File: src/common/nvw_pkg.sv
// Purpose: shared constants and types of the nonvolatile write controller
// Assumes: AHB-Lite register access, 32-bit words, one per register
// Notes: all offsets are byte addresses
package nvw_pkg;
  // register byte offsets
  localparam logic [7:0] OFS_ADDR = 8'h00;
  localparam logic [7:0] OFS_DATA = 8'h04;
  localparam logic [7:0] OFS_CTRL = 8'h08;
  localparam logic [7:0] OFS_UNLK = 8'h0C;
  localparam logic [7:0] OFS_STAT = 8'h10;
  localparam logic [7:0] OFS_MASK = 8'h14;
  localparam logic [7:0] OFS_SUSP = 8'h18;
  // control register bit positions
  localparam int B_MEMSEL = 7;
  localparam int B_CFGSEL = 6;
  localparam int B_WERR = 3;
  localparam int B_WEN = 2;
  localparam int B_WSTART = 1;
  // status register bit positions
  localparam int S_DONE = 0;
  localparam int S_ERR = 1;
  // unlock key values
  localparam logic [7:0] KEY_FIRST = 8'h55;
  localparam logic [7:0] KEY_SECOND = 8'hAA;
  // reset values
  localparam logic [7:0] CTRL_RST = 8'h00;
  localparam logic [1:0] STAT_RST = 2'h0;
  // timing: clock period, write time and power-up hold
  localparam int CLK_NS = 10;
  localparam int WRITE_US = 4;
  localparam int PWRT_US = 66;
  localparam int WRITE_CYC = (WRITE_US * 1000) / CLK_NS;
  localparam int PWRT_CYC = (PWRT_US * 1000) / CLK_NS;
  // states of the write sequencer
  typedef enum logic [1:0] {ST_IDLE, ST_ERASE, ST_PROG} nvw_state_t;
  // unlock tracker states
  typedef enum logic [1:0] {UK_IDLE, UK_GOT1, UK_ARMED} nvw_unlk_t;
  // request to the memory array
  typedef struct packed {
    logic we;
    logic erase;
    logic [7:0] addr;
    logic [7:0] data;
  } nvw_mreq_t;
endpackage

File: src/verilog/nvw_array.sv
// Purpose: byte-wide nonvolatile array model with erase and program
// Assumes: one request per cycle, erase sets a byte to all ones
// Notes: external port refused while protection is active
`timescale 1ns/10ps
module nvw_array #(
  parameter int DEPTH = 256
) (
  input wire logic clock,
  input wire logic ce,
  input wire nvw_pkg::nvw_mreq_t req,
  input wire logic [7:0] rd_addr,
  output logic [7:0] rd_data,
  input wire logic protect,
  input wire logic ext_rd,
  input wire logic ext_we,
  input wire logic [7:0] ext_addr,
  input wire logic [7:0] ext_wdata,
  output logic [7:0] ext_rdata
);
  // storage; no reset, contents are nonvolatile
  logic [7:0] mem [DEPTH];
  logic [7:0] rd_next;
  logic [7:0] ext_next;

  ////////////////////////////////////////////////////////////////////////
  // read muxes
  always_comb begin
    rd_next = mem[rd_addr];
    ext_next = ext_rdata;
    if (ext_rd) begin
      // protected reads return zero
      ext_next = protect ? 8'h00 : mem[ext_addr];
    end
  end

  // writes; internal path ignores protection
  always_ff @(posedge clock) begin
    if (ce) begin
      rd_data <= rd_next;
      ext_rdata <= ext_next;
      if (req.we) begin
        mem[req.addr] <= req.erase ? 8'hFF : req.data;
      end else if (ext_we && !protect) begin
        mem[ext_addr] <= ext_wdata;
      end
    end
  end
endmodule // nvw_array

File: src/verilog/nvw_ctrl.sv
// Purpose: self-timed byte write controller for the data nonvolatile array
// Assumes: AHB-Lite slave, single word transfers, always OKAY
// Notes: processor reads of the array are a registered mux, no read strobe
// What the document requires
// 55h, AAh, then start; otherwise no write
// start ignored while write enable clear
// enable and start together do not start
// hardware never clears write enable
// control, address, data locked while writing
// finish clears start, sets done flag
// software clears done flag
// protection blocks external array access
// processor access ignores protection
// write enable resets to zero
// writes blocked during power-up timer
// software loads address and data first
// software disables interrupts around sequence
// software keeps write enable mostly clear
// select bits zero target data array
// start set only by software, cleared by hardware
// cut-short write sets write error
// erase then program, timed on-chip
// broken unlock order returns tracker to idle
//
// Decided for this implementation: the AHB-Lite slave port and the placing of the registers.
`timescale 1ns/10ps
module nvw_ctrl #(
  parameter int WRITE_CYC = nvw_pkg::WRITE_CYC,
  parameter int PWRT_CYC = nvw_pkg::PWRT_CYC,
  parameter int DEPTH = 256
) (
  input wire logic clock,
  input wire logic srst,
  input wire logic ce,
  input wire logic hsel,
  input wire logic [31:0] haddr,
  input wire logic [1:0] htrans,
  input wire logic hwrite,
  input wire logic [2:0] hsize,
  input wire logic [31:0] hwdata,
  input wire logic hready,
  output logic hreadyout,
  output logic hresp,
  output logic [31:0] hrdata,
  output logic irq,
  input wire logic protect,
  input wire logic ext_rd,
  input wire logic ext_we,
  input wire logic [7:0] ext_addr,
  input wire logic [7:0] ext_wdata,
  output logic [7:0] ext_rdata
);
  // registers
  logic [7:0] addr_reg, addr_next; // byte address
  logic [7:0] data_reg, data_next; // byte value
  logic [7:0] ctrl_reg, ctrl_next; // access control
  logic [1:0] stat_reg, stat_next; // sticky events
  logic [1:0] mask_reg, mask_next; // interrupt mask
  nvw_pkg::nvw_state_t st_reg, st_next;
  nvw_pkg::nvw_unlk_t uk_reg, uk_next;
  logic [31:0] cnt_reg, cnt_next; // cycle timer
  logic [31:0] pw_reg, pw_next; // power-up hold counter
  logic wrong_reg, wrong_next; // abort marker seen at reset
  // bus data phase capture
  logic dp_wr_reg, dp_wr_next;
  logic [7:0] dp_ofs_reg, dp_ofs_next;
  logic [31:0] rdata_next;
  logic [7:0] arr_rd;
  nvw_pkg::nvw_mreq_t mreq;
  logic addr_ph, wr_do;
  logic [7:0] wv;
  logic busy, pw_run;

  ////////////////////////////////////////////////////////////////////////
  // array instance
  nvw_array #(.DEPTH(DEPTH)) i_nvw_array (
    .clock(clock),
    .ce(ce),
    .req(mreq),
    .rd_addr(addr_reg),
    .rd_data(arr_rd),
    .protect(protect),
    .ext_rd(ext_rd),
    // external writes also wait out the power-up hold
    .ext_we(ext_we && !busy && !pw_run),
    .ext_addr(ext_addr),
    .ext_wdata(ext_wdata),
    .ext_rdata(ext_rdata)
  );

  ////////////////////////////////////////////////////////////////////////
  // bus decode; slave never waits
  assign addr_ph = hsel && hready && htrans[1];
  assign wr_do = dp_wr_reg;
  assign wv = hwdata[7:0];
  assign hreadyout = 1'b1;
  assign hresp = 1'b0;
  assign busy = (st_reg != nvw_pkg::ST_IDLE);
  assign pw_run = (pw_reg != 32'h0000_0000);
  assign irq = |(stat_reg & mask_reg);

  // array request follows sequencer state
  always_comb begin
    mreq.we = 1'b0;
    mreq.erase = 1'b0;
    mreq.addr = addr_reg;
    mreq.data = data_reg;
    // erase at cycle start, program at its end
    if (st_reg == nvw_pkg::ST_ERASE && cnt_reg == 32'h0000_0000) begin
      mreq.we = 1'b1;
      mreq.erase = 1'b1;
    end else if (st_reg == nvw_pkg::ST_PROG &&
                 cnt_reg == 32'h0000_0000) begin
      mreq.we = 1'b1;
    end
  end

  ////////////////////////////////////////////////////////////////////////
  // next-state logic for registers, unlock tracker and sequencer
  always_comb begin
    logic start_ok;
    logic bad_start;
    start_ok = 1'b0;
    bad_start = 1'b0;
    addr_next = addr_reg;
    data_next = data_reg;
    ctrl_next = ctrl_reg;
    stat_next = stat_reg;
    mask_next = mask_reg;
    st_next = st_reg;
    uk_next = uk_reg;
    cnt_next = cnt_reg;
    pw_next = pw_run ? pw_reg - 32'h0000_0001 : pw_reg;
    wrong_next = wrong_reg;
    dp_wr_next = addr_ph && hwrite;
    dp_ofs_next = addr_ph ? haddr[7:0] : dp_ofs_reg;
    rdata_next = hrdata;
    // read data driven from flops in data phase
    if (addr_ph && !hwrite) begin
      case (haddr[7:0])
        nvw_pkg::OFS_ADDR: rdata_next = {24'h0, addr_reg};
        nvw_pkg::OFS_DATA: rdata_next = {24'h0, data_reg};
        nvw_pkg::OFS_CTRL: rdata_next = {24'h0, ctrl_reg};
        nvw_pkg::OFS_STAT: rdata_next = {30'h0, stat_reg};
        nvw_pkg::OFS_MASK: rdata_next = {30'h0, mask_reg};
        nvw_pkg::OFS_SUSP: rdata_next = {24'h0, arr_rd};
        default: rdata_next = 32'h0000_0000; // unlock port reads zero
      endcase
    end
    // here any access to another register but a control write breaks the key order
    if (addr_ph && haddr[7:0] != nvw_pkg::OFS_UNLK &&
        !(hwrite && haddr[7:0] == nvw_pkg::OFS_CTRL)) begin
      uk_next = nvw_pkg::UK_IDLE;
    end
    if (wr_do) begin
      case (dp_ofs_reg)
        nvw_pkg::OFS_ADDR: if (!busy) addr_next = wv;
        nvw_pkg::OFS_DATA: if (!busy) data_next = wv;
        nvw_pkg::OFS_UNLK: begin
          // two-value key tracker
          if (uk_reg == nvw_pkg::UK_IDLE && wv == nvw_pkg::KEY_FIRST) begin
            uk_next = nvw_pkg::UK_GOT1;
          end else if (uk_reg == nvw_pkg::UK_GOT1 &&
                       wv == nvw_pkg::KEY_SECOND) begin
            uk_next = nvw_pkg::UK_ARMED;
          end else begin
            uk_next = nvw_pkg::UK_IDLE;
          end
        end
        nvw_pkg::OFS_CTRL: if (!busy) begin
          // select and enable bits are plain storage
          ctrl_next[nvw_pkg::B_MEMSEL] = wv[nvw_pkg::B_MEMSEL];
          ctrl_next[nvw_pkg::B_CFGSEL] = wv[nvw_pkg::B_CFGSEL];
          ctrl_next[nvw_pkg::B_WEN] = wv[nvw_pkg::B_WEN];
          ctrl_next[nvw_pkg::B_WERR] = wv[nvw_pkg::B_WERR];
          // enable must already be stored; selects count as written,
          // so a start that also picks another target stays refused
          if (wv[nvw_pkg::B_WSTART]) begin
            if (uk_reg == nvw_pkg::UK_ARMED && ctrl_reg[nvw_pkg::B_WEN] &&
                !pw_run && !wv[nvw_pkg::B_MEMSEL] &&
                !wv[nvw_pkg::B_CFGSEL]) begin
              start_ok = 1'b1;
            end else if (uk_reg == nvw_pkg::UK_ARMED) begin
              bad_start = 1'b1;
            end
          end
          uk_next = nvw_pkg::UK_IDLE;
        end
        nvw_pkg::OFS_STAT: stat_next = stat_reg & ~wv[1:0];
        nvw_pkg::OFS_MASK: mask_next = wv[1:0];
        default: ; // unmapped writes ignored
      endcase
    end
    // sequencer: erase half, program half
    case (st_reg)
      nvw_pkg::ST_IDLE: begin
        if (start_ok) begin
          ctrl_next[nvw_pkg::B_WSTART] = 1'b1;
          ctrl_next[nvw_pkg::B_WERR] = 1'b1; // cleared at proper finish
          wrong_next = 1'b1;
          st_next = nvw_pkg::ST_ERASE;
          cnt_next = 32'h0000_0000;
        end
      end
      nvw_pkg::ST_ERASE: begin
        cnt_next = cnt_reg + 32'h0000_0001;
        if (cnt_reg == 32'(WRITE_CYC / 2)) begin
          st_next = nvw_pkg::ST_PROG;
          cnt_next = 32'(WRITE_CYC / 2);
        end
      end
      nvw_pkg::ST_PROG: begin
        cnt_next = cnt_reg - 32'h0000_0001;
        if (cnt_reg == 32'h0000_0000) begin
          st_next = nvw_pkg::ST_IDLE;
          ctrl_next[nvw_pkg::B_WSTART] = 1'b0;
          ctrl_next[nvw_pkg::B_WERR] = 1'b0;
          wrong_next = 1'b0;
          stat_next[nvw_pkg::S_DONE] = 1'b1;
        end
      end
      default: st_next = nvw_pkg::ST_IDLE;
    endcase
    // improper attempt flags error; set wins over clear
    if (bad_start) begin
      ctrl_next[nvw_pkg::B_WERR] = 1'b1;
      stat_next[nvw_pkg::S_ERR] = 1'b1;
    end
  end

  ////////////////////////////////////////////////////////////////////////
  // state registers; reset mid-write leaves the error bit standing
  always_ff @(posedge clock) begin
    if (srst) begin
      addr_reg <= 8'h00;
      data_reg <= 8'h00;
      // werr survives reset when a write was cut short
      ctrl_reg <= {4'h0, wrong_reg, 3'h0};
      stat_reg <= {wrong_reg, 1'b0};
      mask_reg <= nvw_pkg::STAT_RST;
      st_reg <= nvw_pkg::ST_IDLE;
      uk_reg <= nvw_pkg::UK_IDLE;
      cnt_reg <= 32'h0000_0000;
      pw_reg <= 32'(PWRT_CYC);
      wrong_reg <= 1'b0;
      dp_wr_reg <= 1'b0;
      dp_ofs_reg <= 8'h00;
      hrdata <= 32'h0000_0000;
    end else if (ce) begin
      addr_reg <= addr_next;
      data_reg <= data_next;
      ctrl_reg <= ctrl_next;
      stat_reg <= stat_next;
      mask_reg <= mask_next;
      st_reg <= st_next;
      uk_reg <= uk_next;
      cnt_reg <= cnt_next;
      pw_reg <= pw_next;
      wrong_reg <= wrong_next;
      dp_wr_reg <= dp_wr_next;
      dp_ofs_reg <= dp_ofs_next;
      hrdata <= rdata_next;
    end
  end
endmodule // nvw_ctrl

File: config.mk
export PLATFORM = sky130hd
export DESIGN_NAME = nvw_ctrl
export DESIGN_NICKNAME = d
export VERILOG_FILES = /design/src/common/nvw_pkg.sv /design/src/verilog/nvw_array.sv /design/src/verilog/nvw_ctrl.sv
export SDC_FILE = /design/constraint.sdc
export NUM_CORES = 2
export LEC_CHECK = 0
export BUFFER_PORTS_ARGS = -buffer_cell sky130_fd_sc_hd__buf_2
export CORE_ASPECT_RATIO = 1.5
export CORE_MARGIN = 2
export CORE_UTILIZATION = 40
export DETAILED_ROUTE_END_ITERATION = 10
export SLEW_MARGIN = 30
export SYNTH_ARGS = -nofsm -noshare
export SYNTH_HDL_FRONTEND = slang
export SYNTH_HIERARCHICAL = 1
export SYNTH_SLANG_ARGS = --single-unit
File: constraint.sdc
create_clock -name clock -period 6.3 [get_ports clock]
set_input_delay 1.26 -clock clock [delete_from_list [all_inputs] [get_ports clock]]
set_output_delay 1.26 -clock clock [all_outputs]
set_load 0.05 [all_outputs]
# Yosys cells after proc, flatten, opt, wreduce, memory -nomap -nowiden
# Memory sizes are Yosys's and may differ from the RTL's. A register that Yosys moved wholly into a read port is not among the register bits.
# Index checks and enable logic that the tools add are counted.
[totals]
reg_bits = 134
ramBits = 2048
input_bits = 94
output_inout_bits = 43
word_cells = 153
memories = 1
[memory_table]
columns = ["memory", "words", "width", "read_ports", "rd_clocked_by_memory_dff", "write_ports", "line", "source"]
rows = [
  ["i_nvw_array.mem", 256, 8, 2, 2, 1, "nvw_array.sv:21", "logic [7:0] mem [DEPTH];"],
]
[classes]
add_sub_neg = 3
n_eq_ne = 21
mux = 58
bitwise = 4
n_reduce_logical = 51
[op_table]
columns = ["op", "n"]
rows = [
  ["32-bit one-hot mux with 3 select lines", 1],
  ["32-bit two-way mux", 2],
  ["32-bit by 1-bit subtractor with 32-bit output (second input constant)", 2],
  ["8-bit one-hot mux with 6 select lines", 1],
  ["8-bit by 5-bit equality test with 1-bit output (second input constant)", 5],
  ["32-bit by 1-bit adder with 32-bit output (second input constant)", 1],
  ["32-bit by 8-bit equality test with 1-bit output (second input constant)", 1],
  ["32-bit logical NOT", 1],
  ["32-bit nonzero test", 1],
  ["1-bit two-way mux", 30],
  ["2-bit two-way mux", 15],
  ["8-bit by 4-bit equality test with 1-bit output (second input constant)", 3],
  ["8-bit two-way mux", 3],
  ["4-bit AND reduction", 5],
  ["1-bit logical AND", 18],
  ["8-bit by 3-bit equality test with 1-bit output (second input constant)", 2],
  ["8-bit logical NOT", 2],
  ["3-bit AND reduction", 3],
  ["3-bit nonzero test", 3],
  ["8-bit by 7-bit equality test with 1-bit output (second input constant)", 1],
  ["8-bit equality test (second input constant)", 1],
  ["4-bit two-way mux", 2],
  ["8-bit by 4-bit inequality test with 1-bit output (second input constant)", 1],
  ["2-bit AND reduction", 4],
  ["other kinds (15)", 29],
]

# Depth between registers and ports, before layout
[depth]
word_depth = 15
mapped_depth = 15
ltp_nobuf = 12

# Cells and area by module
# The synthesis kept the hierarchy.
[modules_own_cells]
columns = ["module", "instances", "cells_per_inst", "area_each_um2"]
rows = [
  ["nvw_array", 1, 5143, 97020.6],
  ["nvw_ctrl", 1, 848, 6717.7],
]

# Least setup slack after synthesis
# Ideal clock, no wire load.
[synth_path]
kind = "register to register"
from = "register pw_reg[8]"
to = "memory i_nvw_array.mem[0][0] (data pin)"
arrival_ns = 5.983
required_time_ns = 5.477
slack_ns = -0.506
path_stages_with_launch = 11
path_buffers = 3
period_less_slack_ns = 6.806
path_cell_list = "dfxtp_1 -> or4_1 -> or4_4 -> buf_2 -> nor4_1 -> and3_1 -> and4bb_2 -> clkbuf_1 -> buf_1 -> nand2_1 -> nand2_1"
[synth_between]
elab_chain_len = 10
[synth_lines]
columns = ["item", "line", "source"]
rows = [
  ["start, declared", "nvw_ctrl.sv:62", "logic [31:0] pw_reg, pw_next;"],
  ["start signal, assigned", "nvw_ctrl.sv:244", "pw_reg <= 32'(PWRT_CYC);"],
  ["start signal, assigned", "nvw_ctrl.sv:258", "pw_reg <= pw_next;"],
  ["32-bit nonzero test", "nvw_ctrl.sv:99", "assign pw_run = (pw_reg != 32'h0000_0000);"],
  ["1-bit logical NOT", "nvw_ctrl.sv:85", ".ext_we(ext_we && !busy && !pw_run),"],
  ["1-bit logical AND", "nvw_ctrl.sv:85", ""],
  ["1-bit logical AND", "nvw_array.sv:43", "end else if (ext_we && !protect) begin"],
  ["1-bit two-way mux", "nvw_array.sv:43", ""],
  ["1-bit two-way mux", "nvw_array.sv:41", "if (req.we) begin"],
  ["1-bit two-way mux", "nvw_array.sv:38", "if (ce) begin"],
  ["1-bit two-way mux (not written as such)", "nvw_array.sv:44", "mem[ext_addr] <= ext_wdata;"],
  ["8-bit OR reduction (no source line)", "-", ""],
  ["8-bit two-way mux (no source line)", "-", ""],
  ["end, declared", "nvw_array.sv:21", ""],
]
# No other way between the ends.

==> impl_results.md <==
- Layout Nets: 6342
- Prevailing post-synth register cell: edfxtp_1
- Period Utilization, post-route: 93.5%
- Post-DRT Antenna Nets: 0
- Clock transition time at the flip-flop clock pins of the worst setup and hold paths: 0.07 ns
- Flip-flop count of the largest register after layout: 2048
- Num CTS Buffers: 205
- Startpoint types: register
- CP most frequent cell: buf_4
- Synthesized instance count: 5991
- H-tree depth: 4
- Drc violations: 0
- Required @ worst endpoint: 6.87 ns
- Unrepaired setup endpoints after global routing: false
- DRT Pass-1 Iters: 7
- Die height: 628 microns
- CP Data Arrival Time: 6.46 ns
- CP max stage delay: 0.75 ns
- Power consumption: 0.0298 W
- Mapped Area: 0.104 sq mm
- Clock skew: 0.0420 ns
- Critical Path Sink Type: register
- First-pass GRT wire length: 500000 microns
- Initial antenna violation count: 17
- Seq/Total Area, Yosys: 61.9%
- Multi-input logic area: 0.0368 sq mm
- Fillers: 22300
- Fraction of layout cells with a size suffix above 1: 28.1%
- Clock Tree Buf Depth: 4
- FF-to-FF End: i_nvw_array/mem[133][2]
- Peak supply drop: 0.000220 V
- Root cell of the clock tree: clkbuf_16
- I/O pin total: 137
- CTS tree: done
- Skew-Pair Late Insertion Delay: 0.90 ns
- Setup Viol. Count Final: 0
- Via count: 64100
- Die ar.: 0.264 sq mm
- Clock sink count: 2174
- Via/cell ratio: 6.50
- Chip Width: 420 microns
- Post-synth ARST share: 0%
- Synth cell types: 92
- Hold Path Class: reg2reg
- Vias in the first global route: 63800
- GP Congestion: 0.996
- Largest net degree at the start of global routing: 121
- Total GRT Usage: 27.1%
- Syn. warnings: 6
- Crit Reg-Reg Startpoint: cnt_reg[27]
- Measured slew at the worst slew-check pin: 1.12 ns
- Syn-to-layout area delta: 11.9%
- Min Tclk post-route: 5.89 ns
- R2R depth: 13
- Routed len/inst: 36.7 microns
- Post-DP HPWL: 249000 microns
- Fin. max-slew vios: 0
- WS Path Type: reg2reg
- FMAX: 0.170 GHz
- CP cell instances: nor4_1, nand2_1, nor3_1, a21boi_0, buf_4, nand4bb_1, buf_4, nand3b_1, o21ai_1, nand3_1, buf_4, nor2_1, buf_4
- Syn Area/Cell: 17.3 sq um
- R2R Setup Slk: 0.41 ns
- Reg area: 0.0642 sq mm
- CP max FO: 12
- Core area: 0.259 sq mm
- Post-synth EDFFs: 2066
- WL final: 361000 microns
- Cell count of the worst hold path: 2
- Crit-path slowest cell: nor4_1
- PwrDens: 257 mW/mm^2
- Overflow after GRT: 0
- Port Buffers: 58
- Max-cap check violation count: 0
- Leak: 38.7 nW
- DR iter-0 viols: 8595
- Hold_sp: dp_ofs_reg[7]
- Cts repair resizes: 0
- Setup TNS: 0 ns
- Final hold vios: 0
- Hold endpoint: dp_ofs_reg[7]
- Post-CTS setup repair buffer count: 0
- Hold_buf cts: 0
- Register bit total from synthesis: 2174
- Headroom to the max-slew limit: 25.2%
- Row count: 229
- Starting Density: 40.1%
- Run status: finished clean
## per-stage QoR
step / util (%) / hold slack (ns) / area [sq um] / setup WS (ns) / std cells
after detailed placement: 42.5 / 0.461 / 110000 / 0.781 / 9497
after CTS: 44.9 / 0.472 / 116000 / 0.639 / 9853
final: 44.9 / 0.468 / 116000 / 0.411 / 9858
after floorplan: - / 0.436 / 104000 / 1.09 / 6015
after global routing: 44.9 / 0.488 / 116000 / 0.329 / 9855
after global placement: 42.4 / 0.452 / 110000 / 0.743 / 9497
## cells in the mapped netlist (34+ instances only)
master	n	share of area, %
o21ai_0	137	0.66
a31oi_1	34	0.21
dfxtp_1	108	2.1
edfxtp_1	2066	60
a21oi_1	106	0.51
o22ai_1	97	0.58
buf_2	119	0.57
nand4_1	41	0.25
buf_6	63	0.68
o221ai_1	92	0.78
nor4_1	40	0.24
a22oi_1	81	0.59
buf_4	80	0.58
nand3_1	90	0.43
a22o_1	36	0.30
mux4_2	947	21
mux2i_1	380	3.7
a221oi_1	52	0.44
clkbuf_1	200	0.72
nor3_1	76	0.37
nand2_1	281	1.0
nor2_1	410	1.5
## cells by family after synthesis
logic type,synth area share [%]
xor gates and xnor gates,0.355
AOI/OAI and AO/OA,5.46
muxes,24.3
buffers and inverters,2.91
DFF,61.9
other,0.00724
and+or+nand+nor,4.93
adders and majority gates,0.109
## cell type report
class / count / share of cell area (%)
diodes: 5 / 0.0108
clock buffers: 250 / 4.66
clock inverters: 106 / 0.709
inverters: 26 / 0.0894
multi-input cells: 3318 / 31.7
flip-flops and latches: 2174 / 55.3
well taps: 3465 / 3.73
repair buffers: 514 / 3.74
## metal layers
metal	GRT usage, %	part of all wire (%)
met5	0	0.033
met4	21.2	9.5
met3	5.02	8.8
met2	45.1	49
met1	30.9	33
## worst max path at each step
stage	start	endpoint	slack (ns)	depth (start not counted)
2_1_floorplan	pw_reg[8]	i_nvw_array/mem[0][0]	1.09	10
3_3_place_gp	pw_reg[8]	i_nvw_array/mem[48][5]	0.74	11
3_5_place_dp	pw_reg[2]	i_nvw_array/mem[50][5]	0.78	11
4_1_cts	pw_reg[8]	i_nvw_array/mem[48][7]	0.64	11
5_1_grt	pw_reg[8]	i_nvw_array/mem[133][4]	0.33	11
6_report	cnt_reg[27]	i_nvw_array/mem[133][2]	0.41	13
## worst max-delay path: cells and delay by family (launching register included)
family / cells / cell delay (ns)
compound gates: 2 / 0.62
flops: 1 / 0.38
buf+inv: 4 / 1.12
simple gates: 7 / 3.41
## layout by cell type, fill, tap and decap left out, types with 81 or more instances in the layout
cell type  count
edfxtp_1    2066
o221ai_1      92
o21ai_0      136
o22ai_1       97
mux4_2       947
nand2_1      272
a21oi_1      106
mux2i_1      380
a22oi_1       81
nand3_1       90
nor2_1       403
dfxtp_1      102
buf_4        409
clkbuf_16    207
## power by group
part	leakage (nW)	switching (W)	internal [W]
combinational	13.5	0.00129	0.000535
clock	3.04	0.00550	0.00656
sequential	22.2	0.0000248	0.0159
total	38.7	0.00681	0.0230
Note: power is estimated with default switching activity, not from simulation.
